<file path="config.mk">
export PLATFORM = sky130hd
export DESIGN_NAME = iodl_top
export DESIGN_NICKNAME = d
export VERILOG_FILES = /design/src/iodl_pkg.sv /design/src/iodl_static_cell.sv /design/src/iodl_phase_loop.sv /design/src/iodl_top.sv
export SDC_FILE = /design/constraint.sdc
export NUM_CORES = 1
export LEC_CHECK = 0
export BUFFER_PORTS_ARGS = -buffer_cell sky130_fd_sc_hd__buf_2
export CORE_MARGIN = 5
export CORE_UTILIZATION = 56
export CTS_CLUSTER_SIZE = 24
export DETAILED_ROUTE_END_ITERATION = 6
export GPL_TIMING_DRIVEN = 0
export HOLD_SLACK_MARGIN = 0.12
export PLACE_DENSITY = 0.79
export REMOVE_ABC_BUFFERS = 1
export SLEW_MARGIN = 20
export SYNTH_ARGS = -nofsm -noshare
export SYNTH_HDL_FRONTEND = slang
export SYNTH_HIERARCHICAL = 1
export SYNTH_SLANG_ARGS = --single-unit
</file>
<file path="constraint.sdc">
create_clock -name clk -period 3.1 [get_ports clk]
set_input_delay 0.465 -clock clk [delete_from_list [all_inputs] [get_ports clk]]
set_output_delay 0.465 -clock clk [all_outputs]
set_load 0.01 [all_outputs]
</file>
<file path="src/iodl_pkg.sv">
/*
 * Shared constants and types for the I/O delay and master phase loop block.
 * Assumes a single 20 MHz system clock; delays are modelled as step codes.
 */
package iodl_pkg;

	// Delay profiles; user_profile is the reset choice
	typedef enum logic [3:0] {
		IODL_USER,
		IODL_SCLK_ZEROHOLD,
		IODL_ECLK_ALIGNED,
		IODL_ECLK_CENTERED,
		IODL_SCLK_ALIGNED,
		IODL_SCLK_CENTERED,
		IODL_CMD_CLK,
		IODL_DQS_ALIGNED_X2,
		IODL_DQS_ALIGNED_X4,
		IODL_DQS_CENTERED_X2,
		IODL_DQS_CENTERED_X4
	} iodl_profile_t;

	// Coarse codes: none, 800 ps, 1600 ps, illegal
	typedef enum logic [1:0] {
		IODL_C0,
		IODL_C800,
		IODL_C1600,
		IODL_CBAD
	} iodl_coarse_t;

	// Step sizes and their ratio
	localparam int COARSE_STEP_PS = 800;
	localparam int FINE_STEP_FS = 12500;
	localparam int COARSE_UNITS = COARSE_STEP_PS * 1000 / FINE_STEP_FS;

	// Fine counter range and reset values
	localparam logic [6:0] FINE_MIN = 7'h00;
	localparam logic [6:0] FINE_MAX = 7'h7f;
	localparam logic [6:0] FINE_RST = 7'h00;
	localparam logic [1:0] COARSE_RST = 2'h0;

	// Factory fine values per profile family
	localparam logic [6:0] FAC_ZEROHOLD = 7'h20;
	localparam logic [6:0] FAC_ALIGNED = 7'h00;
	localparam logic [6:0] FAC_CENTERED = 7'h28;
	localparam logic [6:0] FAC_CMD_CLK = 7'h10;

	// Phase loop codes and lock qualification
	localparam logic [7:0] CODE_RST = 8'h00;
	localparam logic [7:0] CODE_MAX = 8'hff;
	localparam logic [9:0] PER_MAX = 10'h3ff;
	localparam logic [2:0] LOCK_HITS = 3'h4;

	// Fine value applied after configuration or restore
	function automatic logic [6:0] iodl_default_fine(iodl_profile_t p, logic [6:0] user);
		logic [6:0] v;
		v = user;
		case (p)
			IODL_USER: v = user;
			IODL_SCLK_ZEROHOLD: v = FAC_ZEROHOLD;
			IODL_CMD_CLK: v = FAC_CMD_CLK;
			IODL_ECLK_CENTERED,
			IODL_SCLK_CENTERED,
			IODL_DQS_CENTERED_X2,
			IODL_DQS_CENTERED_X4: v = FAC_CENTERED;
			default: v = FAC_ALIGNED;
		endcase
		return v;
	endfunction

endpackage

</file>
<file path="src/iodl_static_cell.sv">
/*
 * Static delay cell: fixed fine delay code plus a retimed data path.
 * Assumes configuration inputs are steady around reset release.
 */
`timescale 1ns/1ps
module iodl_static_cell import iodl_pkg::*; (
	// Clock, reset, enable
	input logic clk,
	input logic rst,
	input logic ce,
	// Configuration
	input iodl_profile_t delay_profile,
	input logic [6:0] fine_delay_setting,
	// Pin
	input logic data_pin,
	// Results
	output logic [6:0] static_fine_code,
	output logic static_data_out
);

	logic [1:0] data_sync;
	logic [6:0] next_code;
	logic next_out;

	// Code is frozen; there is deliberately no step input
	always_comb begin
		next_code = static_fine_code;
		next_out = data_sync[1];
	end

	// Value captured only while reset is held
	always_ff @(posedge clk) begin
		if (rst) begin
			static_fine_code <= iodl_default_fine(delay_profile, fine_delay_setting);
			static_data_out <= 1'b0;
			data_sync <= 2'h0;
		end else if (ce) begin
			static_fine_code <= next_code;
			static_data_out <= next_out;
			data_sync <= {data_sync[0], data_pin};
		end
	end
endmodule

</file>
<file path="src/iodl_phase_loop.sv">
/*
 * Master phase loop: quarter-period delay code, lock flag, update gate.
 * Assumes the reference clock is far slower than clk and arrives on a pin.
 */
`timescale 1ns/1ps
module iodl_phase_loop import iodl_pkg::*; (
	// Clock, reset, enable
	input logic clk,
	input logic rst,
	input logic ce,
	// Loop controls
	input logic loop_rst,
	input logic ref_clk_pin,
	input logic ref_clock_hold,
	input logic max_delay_bypass,
	input logic code_update_n,
	// Results
	output logic [7:0] phase_codes,
	output logic [7:0] phase_code_tap,
	output logic phase_lock
);

	typedef enum logic [1:0] {LP_MEASURE, LP_LOCKED, LP_FORCED} iodl_loop_state_t;

	iodl_loop_state_t state, next_state;
	logic [1:0] ref_sync;
	logic ref_q, next_ref_q, rise;
	logic [9:0] per, next_per;
	logic [7:0] tgt, next_tap, next_codes;
	logic [2:0] hits, next_hits;
	logic next_lock;

	// Period tracking and lock decision
	always_comb begin
		rise = ref_sync[1] & ~ref_q & ~ref_clock_hold;
		tgt = per[9:2];
		next_state = state;
		next_ref_q = ref_sync[1];
		next_per = (per == PER_MAX) ? per : per + 10'h001;
		next_tap = phase_code_tap;
		next_hits = hits;
		next_lock = phase_lock;
		next_codes = code_update_n ? phase_codes : phase_code_tap;
		if (loop_rst) begin
			next_state = LP_MEASURE;
			next_tap = CODE_RST;
			next_hits = 3'h0;
			next_lock = 1'b0;
			next_codes = CODE_RST;
		end else begin
			unique case (state)
				LP_FORCED: begin
					next_tap = CODE_MAX;
				end
				LP_MEASURE,
				LP_LOCKED: begin
					if (max_delay_bypass) begin
						next_state = LP_FORCED;
						next_tap = CODE_MAX;
						next_lock = 1'b1;
					end else if (rise) begin
						next_per = 10'h001;
						if (phase_code_tap < tgt) begin
							next_tap = phase_code_tap + 8'h01;
							next_hits = 3'h0;
						end else if (phase_code_tap > tgt) begin
							next_tap = phase_code_tap - 8'h01;
							next_hits = 3'h0;
						end else if (hits != LOCK_HITS) begin
							next_hits = hits + 3'h1;
						end
						// Lock only after the code has settled
						if (state == LP_MEASURE && hits == LOCK_HITS - 3'h1 &&
							phase_code_tap == tgt) begin
							next_state = LP_LOCKED;
							next_lock = 1'b1;
						end
					end
				end
			endcase
		end
	end

	always_ff @(posedge clk) begin
		if (rst) begin
			state <= LP_MEASURE;
			ref_sync <= 2'h0;
			ref_q <= 1'b0;
			per <= 10'h000;
			phase_code_tap <= CODE_RST;
			phase_codes <= CODE_RST;
			hits <= 3'h0;
			phase_lock <= 1'b0;
		end else if (ce) begin
			state <= next_state;
			ref_sync <= {ref_sync[0], ref_clk_pin};
			ref_q <= next_ref_q;
			per <= next_per;
			phase_code_tap <= next_tap;
			phase_codes <= next_codes;
			hits <= next_hits;
			phase_lock <= next_lock;
		end
	end
endmodule

</file>
<file path="src/iodl_top.sv">
/*
 * Top of the I/O delay block: dynamic delay cell logic, plus the static
 * delay cell and the master phase loop as submodules.
 * Assumes step, direction, restore and coarse come from fabric logic on clk;
 * data and reference clock arrive on pins and are synchronised here.
 */
`timescale 1ns/1ps
module iodl_top import iodl_pkg::*; (
	// Clock, reset, enable
	input logic clk,
	input logic rst,
	input logic ce,
	// Dynamic cell configuration
	input iodl_profile_t delay_profile,
	input logic [6:0] fine_delay_setting,
	input logic big_step_source,
	input iodl_coarse_t big_step_static,
	input logic transition_watch_en,
	// Dynamic cell fabric controls
	input logic delay_restore_n,
	input logic step_pulse,
	input logic step_dir,
	input iodl_coarse_t coarse_in,
	// Data pins
	input logic data_pin,
	input logic static_data_pin,
	// Static cell configuration
	input iodl_profile_t static_profile,
	input logic [6:0] static_fine_setting,
	// Phase loop controls
	input logic ref_clk_pin,
	input logic loop_rst,
	input logic ref_clock_hold,
	input logic max_delay_bypass,
	input logic code_update_n,
	// Dynamic cell results
	output logic dyn_data_out,
	output logic [6:0] dyn_fine_code,
	output iodl_coarse_t dyn_coarse_code,
	output logic [7:0] dyn_total_steps,
	output logic edge_error,
	output logic limit_reached,
	// Static cell results
	output logic [6:0] static_fine_code,
	output logic static_data_out,
	// Phase loop results
	output logic [7:0] phase_codes,
	output logic [7:0] phase_code_tap,
	output logic phase_lock
);

	// Data pin synchroniser and edge history
	logic [1:0] data_sync;
	logic data_q;

	// Step edge detection
	logic step_prev;
	logic step;

	// Next values
	logic [6:0] dflt;
	logic [6:0] next_fine;
	iodl_coarse_t next_coarse;
	iodl_coarse_t coarse_src;
	logic [7:0] next_total;
	logic next_limit;
	logic next_err;
	logic next_out;
	logic edge_seen;

	// Fine counter, flags and coarse selection
	always_comb begin
		step = step_prev & ~step_pulse;
		dflt = iodl_default_fine(delay_profile, fine_delay_setting);
		edge_seen = data_sync[1] ^ data_q;
		coarse_src = big_step_source ? coarse_in : big_step_static;
		next_fine = dyn_fine_code;
		next_limit = limit_reached;
		next_err = edge_error;
		next_coarse = dyn_coarse_code;
		next_out = data_sync[1];

		if (!delay_restore_n) begin
			// Restore wins over a step in the same cycle
			next_fine = dflt;
			next_limit = 1'b0;
			next_err = 1'b0;
		end else if (step) begin
			if (step_dir) begin
				if (dyn_fine_code == FINE_MIN) begin
					next_limit = 1'b1;
				end else begin
					next_fine = dyn_fine_code - 7'h01;
					next_limit = 1'b0;
				end
			end else begin
				if (dyn_fine_code == FINE_MAX) begin
					next_limit = 1'b1;
				end else begin
					next_fine = dyn_fine_code + 7'h01;
					next_limit = 1'b0;
				end
			end
		end

		// A data edge meeting a step means the window moved onto it;
		// placed after the restore so a new error is never lost
		if (transition_watch_en && step && edge_seen) begin
			next_err = 1'b1;
		end

		// Illegal coarse code keeps the last legal one
		if (coarse_src != IODL_CBAD) begin
			next_coarse = coarse_src;
		end

		// Total in fine units; 64 fine steps make one coarse step
		next_total = 8'(int'(next_coarse) * COARSE_UNITS + int'(next_fine));
	end

	// Register stage; reset applies the profile default
	always_ff @(posedge clk) begin
		if (rst) begin
			data_sync <= 2'h0;
			data_q <= 1'b0;
			step_prev <= 1'b0;
			dyn_fine_code <= iodl_default_fine(delay_profile, fine_delay_setting);
			dyn_coarse_code <= iodl_coarse_t'(COARSE_RST);
			dyn_total_steps <= 8'h00;
			edge_error <= 1'b0;
			limit_reached <= 1'b0;
			dyn_data_out <= 1'b0;
		end else if (ce) begin
			data_sync <= {data_sync[0], data_pin};
			data_q <= data_sync[1];
			step_prev <= step_pulse;
			dyn_fine_code <= next_fine;
			dyn_coarse_code <= next_coarse;
			dyn_total_steps <= next_total;
			edge_error <= next_err;
			limit_reached <= next_limit;
			dyn_data_out <= next_out;
		end
	end

	// Static cell has its own pin and no step controls
	iodl_static_cell u_static (
		.clk(clk),
		.rst(rst),
		.ce(ce),
		.delay_profile(static_profile),
		.fine_delay_setting(static_fine_setting),
		.data_pin(static_data_pin),
		.static_fine_code(static_fine_code),
		.static_data_out(static_data_out)
	);

	// Master phase loop
	iodl_phase_loop u_loop (
		.clk(clk),
		.rst(rst),
		.ce(ce),
		.loop_rst(loop_rst),
		.ref_clk_pin(ref_clk_pin),
		.ref_clock_hold(ref_clock_hold),
		.max_delay_bypass(max_delay_bypass),
		.code_update_n(code_update_n),
		.phase_codes(phase_codes),
		.phase_code_tap(phase_code_tap),
		.phase_lock(phase_lock)
	);
endmodule

</file>
==> results of run 1 <==
## where the power goes
group	switching (uW)	internal, uW	leakage, uW	total, uW
clock network	354	375	0.000100	729
logic	307	229	0.00139	536
registers	55.4	947	0.000583	1000
## metrics by stage
step / instances / util (%) / setup slack [ps]
2_1_floorplan: 467 / - / 260
3_3_place_gp: 651 / 64.0 / 107
3_5_place_dp: 651 / 64.0 / 15.6
4_1_cts: 667 / 66.8 / 68.9
5_1_grt: 668 / 67.1 / 4.53
6_report: 668 / 67.1 / 183
## cell type report
class / count / area share [%]
clock buffer: 9 / 2.53
clock inverter: 7 / 1.51
inverter: 19 / 1.46
multi-input combinational: 380 / 52.4
sequential: 68 / 30.7
tap: 99 / 2.53
timing repair buffer: 86 / 8.95
## synthesized netlist by cell type, types with 4 or more instances
library cell / count
a21o_1: 11
edfxtp_1: 14
a31oi_1: 6
nand2b_1: 7
o21ai_0: 27
and2_1: 7
nand3b_1: 4
buf_2: 5
a21oi_1: 36
or3_1: 7
o21ai_1: 4
mux2i_1: 17
nor3_1: 11
ha_1: 23
inv_1: 19
clkbuf_1: 10
nand4_1: 10
nor2b_1: 9
a22oi_1: 11
nand3_1: 14
nor3b_1: 4
buf_1: 4
xnor2_1: 7
dfxtp_1: 54
nor2_1: 52
nand2_1: 34
a211oi_1: 7
o211ai_1: 4
## flip-flops by register name, indices dropped and copies added, names as in the netlist
register                   cells
u_loop/per                    10
dyn_total_steps                8
u_loop/phase_code_tap          8
u_loop/phase_codes             8
dyn_fine_code                  7
u_static/static_fine_code      7
u_loop/hits                    3
data_sync                      2
dyn_coarse_code                2
u_loop/ref_sync                2
u_loop/state                   2
u_static/data_sync             2
data_q                         1
edge_error                     1
limit_reached                  1
step_prev                      1
u_loop/phase_lock              1
u_loop/ref_q                   1
u_static/static_data_out       1
## final timing paths
kind	endpoint	depth (start not counted)
max	u_loop/phase_code_tap[6]	13
min	edge_error	2
max reg2reg	u_loop/phase_code_tap[6]	13
min reg2reg	limit_reached	2
## cell families (layout without fill, tap and decap cells)
logic type	count (synthesis)	in the layout
adders and majority gates	25	25
DFF	68	68
buffers and inverters	41	121
muxes	18	18
and+or+nand+nor	185	185
AOI/OAI and AO/OA	142	142
xor gates and xnor gates	10	10
## worst max-delay path, stage by stage, from the launching register on
cell and delay, ps:
dfxtp_1 370, inv_1 90, ha_1 280, nor2b_1 150, o211a_1 240, o21ai_2 190, nand2_2 130, ha_1 370
a211oi_1 270, o21bai_1 130, a21oi_2 180, xor2_1 150, a21oi_1 90, a21o_1 170
## repair_timing
action,in CTS,in global routing
hold buffers,0,0
endpoints found under the setup margin,2,3
pin swaps,0,1
buffers inserted,0,1
resized for setup,1,4
## routing by layer
| layer | vias to the layer above | GRT usage [%] |
|---|---|---|
| met4 | 0 | 5.62 |
| met1 | 1820 | 27.0 |
| met3 | 8 | 4.60 |
| met2 | 109 | 36.4 |
| li1 | 1950 | - |
| met5 | - | 0 |
==> impl_results.md, run 1 <==
* VDD IR-drop max at between 0.0003 and 0.0004 V
* Clk slew on worst S/H paths at ~80 ps
* Final setup fails at 0
* Pleak at between 0.002 and 0.0025 uW
* Count of pins over their slew limit at 0
* Multi-input logic area at between 2000 and 3000 um2
* # IOs at 86
* Final min period at 2920 ps
* Fillers at about 650
* CTS Buffer Depth at 2
* Synth Area in Simple Gates at between 20% and 30%
* Min-Delay Path Class: in -> reg
* Synth Area in XOR/XNOR at 2.07%
* First-pass GRT wire length at ~17 mm
* CTS Buf Count at 9
* Most common cell after layout, fill and taps aside: buf_2
* Clk root buf: clkbuf_8
* Initial core utilization at about 58%
* Hold Startpoint: transition_watch_en
* FMAX at about 0.34 GHz
* Main combinational cell family by area after synthesis: simple AND/OR/NAND/NOR gates
* Starting DRT DRC Count at a little under 200
* Worst Path Arrival at approximately 3200 ps
* Initial antenna violation count at 0
* Met3 wire len at around 630 um
* Core ar. at approximately 7300 um2
* First drt pass iteration count at 4
* Post-route setup TNS at 0 ps
* Die X at about 97 um
* Top Layer Used: met4
* Commonest non-fill, non-tap cells in the layout: buf_2, dfxtp_1, nor2_1
* Post-Syn Area at about 4200 um2
* Cells after Synth at 489
* Clk_lat worst skew at 340 ps
* Tot Pwr at roughly 2300 uW
* WL met1 at 4.40 mm
* Routed len/inst at 15.0 um
* # rows at 31
* Ys Warns at 6
* Crit. End Element: flip-flop
* Slew HR at a little under a third
* Period utilization at around 94%
* PwrDens at between 400 and 500 nW/um2
* Async SR Flop Fraction at 0%
* Critical Path Source: u_loop/per[3]
* Reg2Reg Setup Slack at 180 ps
* Ranking of synthesized cells by area: dfxtp_1, edfxtp_1, ha_1
* Crit path launch type: flip-flop
* Gr usage total at a little over a fifth
* Hold Violations, Final at 0
* Routability cong. at between 0.9 and 1
* Worst R2R Start: u_loop/per[3]
* Layout cells sized above 1 at a little under a quarter
* Setup CP Type: reg -> reg
* Top-area cell type share of the netlist area at 25.6%
* Total grt overflow at 0
* Vias in the first global route at around 3700
* DRC viols at 0
* Worst clock skew at 8.81 ps
* Worst hold slack at between 300 and 400 ps
* Sequential fraction of the synthesis area at between 30% and 40%
* Final #Nets at around 630
* Routed length on met2 at between 4 and 5 mm
* P&R area growth vs syn at 15.8%
* Hpwl dp at 7.30 mm
* RSZ-0062 raised after global routing: false
* Die Y at between 90 and 100 um
* Max FO, Critical Path at 6
* IO Port Bufs at 85
* Worst Path Required at 3340 ps
* Vias per cell at a little under 6
* Antenna cells at 0
* CTS tree: done
* Remaining antenna violation count after routing at 0
* Worst-Margin Slew at about 1000 ps
* Ys flop type: dfxtp_1
* Final instance area at ~5000 um2
* Area leader, netlist: dfxtp_1
* Die Area at between 9000 and 10000 um2
* Synthesized flop and latch total at a little under 70
* Post-synth EDFFs at 14
* Mux share of post-synthesis cell area at 4.38%
* Outcome: complete, no violations
* Placed Instance Area at between 4000 and 5000 um2
* Pin count of the biggest net entering global routing at 61
* Register area at 1500 um2
* Sink Count at 68
* Complex-gate fraction of the synthesized area at 23.0%
* Area share of fa/ha/maj cells after synthesis at under 10%
* Total wire length at around 10 mm
* Vias at ~4000
* Syn avg cell area at between 8 and 9 um2
* Max Cap Viol at 0
* Max H-tree Level at 3
* Synth cell types at 77
Power figures use the tool's default switching activity.
==> run 2, diff against run 1 <==
--- a/config.mk
+++ b/config.mk
@@ -6,13 +6,13 @@
 export NUM_CORES = 1
 export LEC_CHECK = 0
 export BUFFER_PORTS_ARGS = -buffer_cell sky130_fd_sc_hd__buf_2
-export CORE_MARGIN = 5
+export CORE_MARGIN = 4
 export CORE_UTILIZATION = 56
-export CTS_CLUSTER_SIZE = 24
 export DETAILED_ROUTE_END_ITERATION = 6
 export GPL_TIMING_DRIVEN = 0
 export HOLD_SLACK_MARGIN = 0.12
 export PLACE_DENSITY = 0.79
+export RECOVER_POWER = 100
 export REMOVE_ABC_BUFFERS = 1
 export SLEW_MARGIN = 20
 export SYNTH_ARGS = -nofsm -noshare
==> run 2 against run 1 <==
  * Fmax down 0.85%
  * Total power increased by 4.9%
  * Flip-flop and latch count unchanged
  * Non-clock buffer count stayed put
  * Via count grew 0.93%
  * Count of clock-buffer cells in the layout rose by 1
  * Wire length is 1.5% lower
  * Setup slack got worse by 25 ps
  * Combinational power shrank 3%
  * Global-route usage up 1.3 points
==> impl_results.md, run 2 (synthesis results as in run 1) <==
* Most common cell after layout, fill and taps aside: dfxtp_1
* Min-Delay Path Class: in -> reg
* CP endpoint: u_loop/phase_code_tap[6]
* Worst Path Arrival at approximately 3200 ps
* Worst R2R Start: u_loop/phase_code_tap[1]
* Clock power frac at a little over a third
* Die Y at 94.9 um
* First-pass GRT wire length at ~16 mm
* Setup CP Type: reg -> reg
* Routed len/inst at 14.8 um
* Core ar. at ~7300 um2
* PwrDens at 495 nW/um2
* RSZ-0062 raised after global routing: false
* DP Cell Count at 651
* Pleak at ~0.0019 uW
* # rows at 31
* Critical Path Source: u_loop/phase_code_tap[1]
* Final setup fails at 0
* Worst hold stages at 2
* Crit-path max cell delay at about 460 ps
* Initial antenna violation count at 0
* FMAX at 0.340 GHz
* Crit path launch type: flip-flop
* Worst-Margin Slew at between 1000 and 1500 ps
* Outcome: complete, no violations
* Max H-tree Level at 3
* Layout cells sized above 1 at approximately an eighth
* Count of pins over their slew limit at 0
* Placed Instance Area at around 4700 um2
* Die X at ~95 um
* DP Worst Slack at 33.3 ps
* Sequential Power Share at between 40% and 50%
* CTS Buf Count at 9
* Antenna cells at 0
* Remaining antenna violation count after routing at 0
* IO Port Bufs at 85
* Post-route setup TNS at 0 ps
* Max FO, Critical Path at 7
* Total grt overflow at 0
* Sink Count at 68
* Vias in the first global route at 3656
* First drt pass iteration count at 5
* Logic pwr share at between 20% and 30%
* Final Instance Count excl. Fillers at between 600 and 700
* Clk slew on worst S/H paths at roughly 80 ps
* Internal power at 1700 uW
* Starting DRT DRC Count at between 100 and 150
* Worst Path Required at 3330 ps
* CTS Hold Bufs at 0
* Worst R2R Path Depth at 12
* DRC viols at 0
* Slew HR at 17.5%
* Total wire length at around 9.9 mm
* Gr usage total at a little under a quarter
* Hold Violations, Final at 0
* Vias per cell at about 5.9
* Commonest non-fill, non-tap cells in the layout: dfxtp_1, nor2_1, clkbuf_1
* Crit. End Element: flip-flop
* P&R area growth vs syn at 13.7%
* Vias at 3923
* Period utilization at 94.9%
* Pin count of the biggest net entering global routing at 61
* Final instance area at just under 5000 um2
* Sequence of cells on the critical path: ha_1 -> nor2b_1 -> o211a_1 -> o21ai_2 -> nand2_4 -> fa_2 -> a211oi_1 -> o21bai_1 -> a21oi_1 -> xor2_1 -> a21oi_1 -> a21o_1
* Crit-path most repeated cell: a21oi_1
* Clk root buf: clkbuf_8
* Largest Register: u_loop/per
* FF-to-FF End: u_loop/phase_code_tap[6]
* Initial core utilization at 58.0%
* Slowest CP cell: dfxtp_1
* Final min period at 2940 ps
* Clk_lat worst skew at 340 ps
* Routability cong. at ~0.97
* VDD IR-drop max at between 0.0004 and 0.0005 V
* Post-route setup slack at approximately 160 ps
* Die Area at 9000 um2
* Final #Nets at between 600 and 700
* Sw Share at 28.7%
* # IOs at 86
* CTS tree: done
* Worst clock skew at approximately 13 ps
* Hpwl dp at 7.06 mm
* NetSw at 682 uW
* Max reg flops at 10
* Max Cap Viol at 0
* CTS Buffer Depth at 2
* Reg2Reg Setup Slack at 160 ps
==> run 2: cell types whose count changed in the layout (fill, tap and decap cells not counted), sizes merged <==
| cell | delta |
|---|---|
| buf | -48 |
| inv | -2 |
| clkinvlp | -1 |
| bufinv | +2 |
| clkbuf | +49 |
==> run 2: area by class of cell <==
class                   count  area, um2
multi-input cells         380       2500
fillers                   667       2490
flip-flops and latches     68       1500
repair buffers             86        375
clock buffers              10        128
well taps                  99        124
clock inverters             6        103
inverters                  19       71.3
==> run 2: metrics by stage <==
stage,hold WS [ps],utilization (%),total power [uW]
floorplan,443,-,1360
global placement,435,64.0,1510
detailed placement,465,64.0,1530
CTS,312,67.2,2380
global route,323,65.9,2500
finish,322,65.9,2380
==> run 2: worst max-delay path, delay by kind of cell (launching register included) <==
kind | cells | cell delay, ps
AOI/OAI and AO/OA | 7 | 1260
adders and majority gates | 2 | 660
DFF | 1 | 460
and+or+nand+nor | 2 | 270
xor gates and xnor gates | 1 | 160
==> run 2: what timing repair did <==
item,4_1_cts,5_1_grt
buffers inserted,0,1
resized for setup,0,6
endpoints found under the setup margin,0,3
==> run 2: power by group through the flow <==
stage / clock, uW / combinational, uW / sequential, uW
floorplan: 0 / 330 / 1030
global placement: 0 / 492 / 1020
detailed placement: 0 / 509 / 1020
CTS: 870 / 512 / 1000
global route: 912 / 581 / 1010
finish: 855 / 521 / 1000
==> run 2: how the worst min path moves through the flow <==
stage / from / endpoint / slack [ps]
2_1_floorplan: u_loop/state[0] / u_loop/state[0] / 440
3_3_place_gp: limit_reached / limit_reached / 430
3_5_place_dp: limit_reached / limit_reached / 470
4_1_cts: transition_watch_en / edge_error / 310
5_1_grt: transition_watch_en / edge_error / 320
6_report: transition_watch_en / edge_error / 320
==> run 2: layer usage <==
layer | part of all wire, % | wire length [um] | up-vias | GRT usage [%]
met5 | 0 | 0 | - | 0
met4 | 1.1 | 104 | 0 | 7.69
met3 | 7.1 | 705 | 10 | 4.46
met2 | 47 | 4690 | 116 | 37.2
met1 | 44 | 4390 | 1838 | 29.3
li1 | - | - | 1959 | -
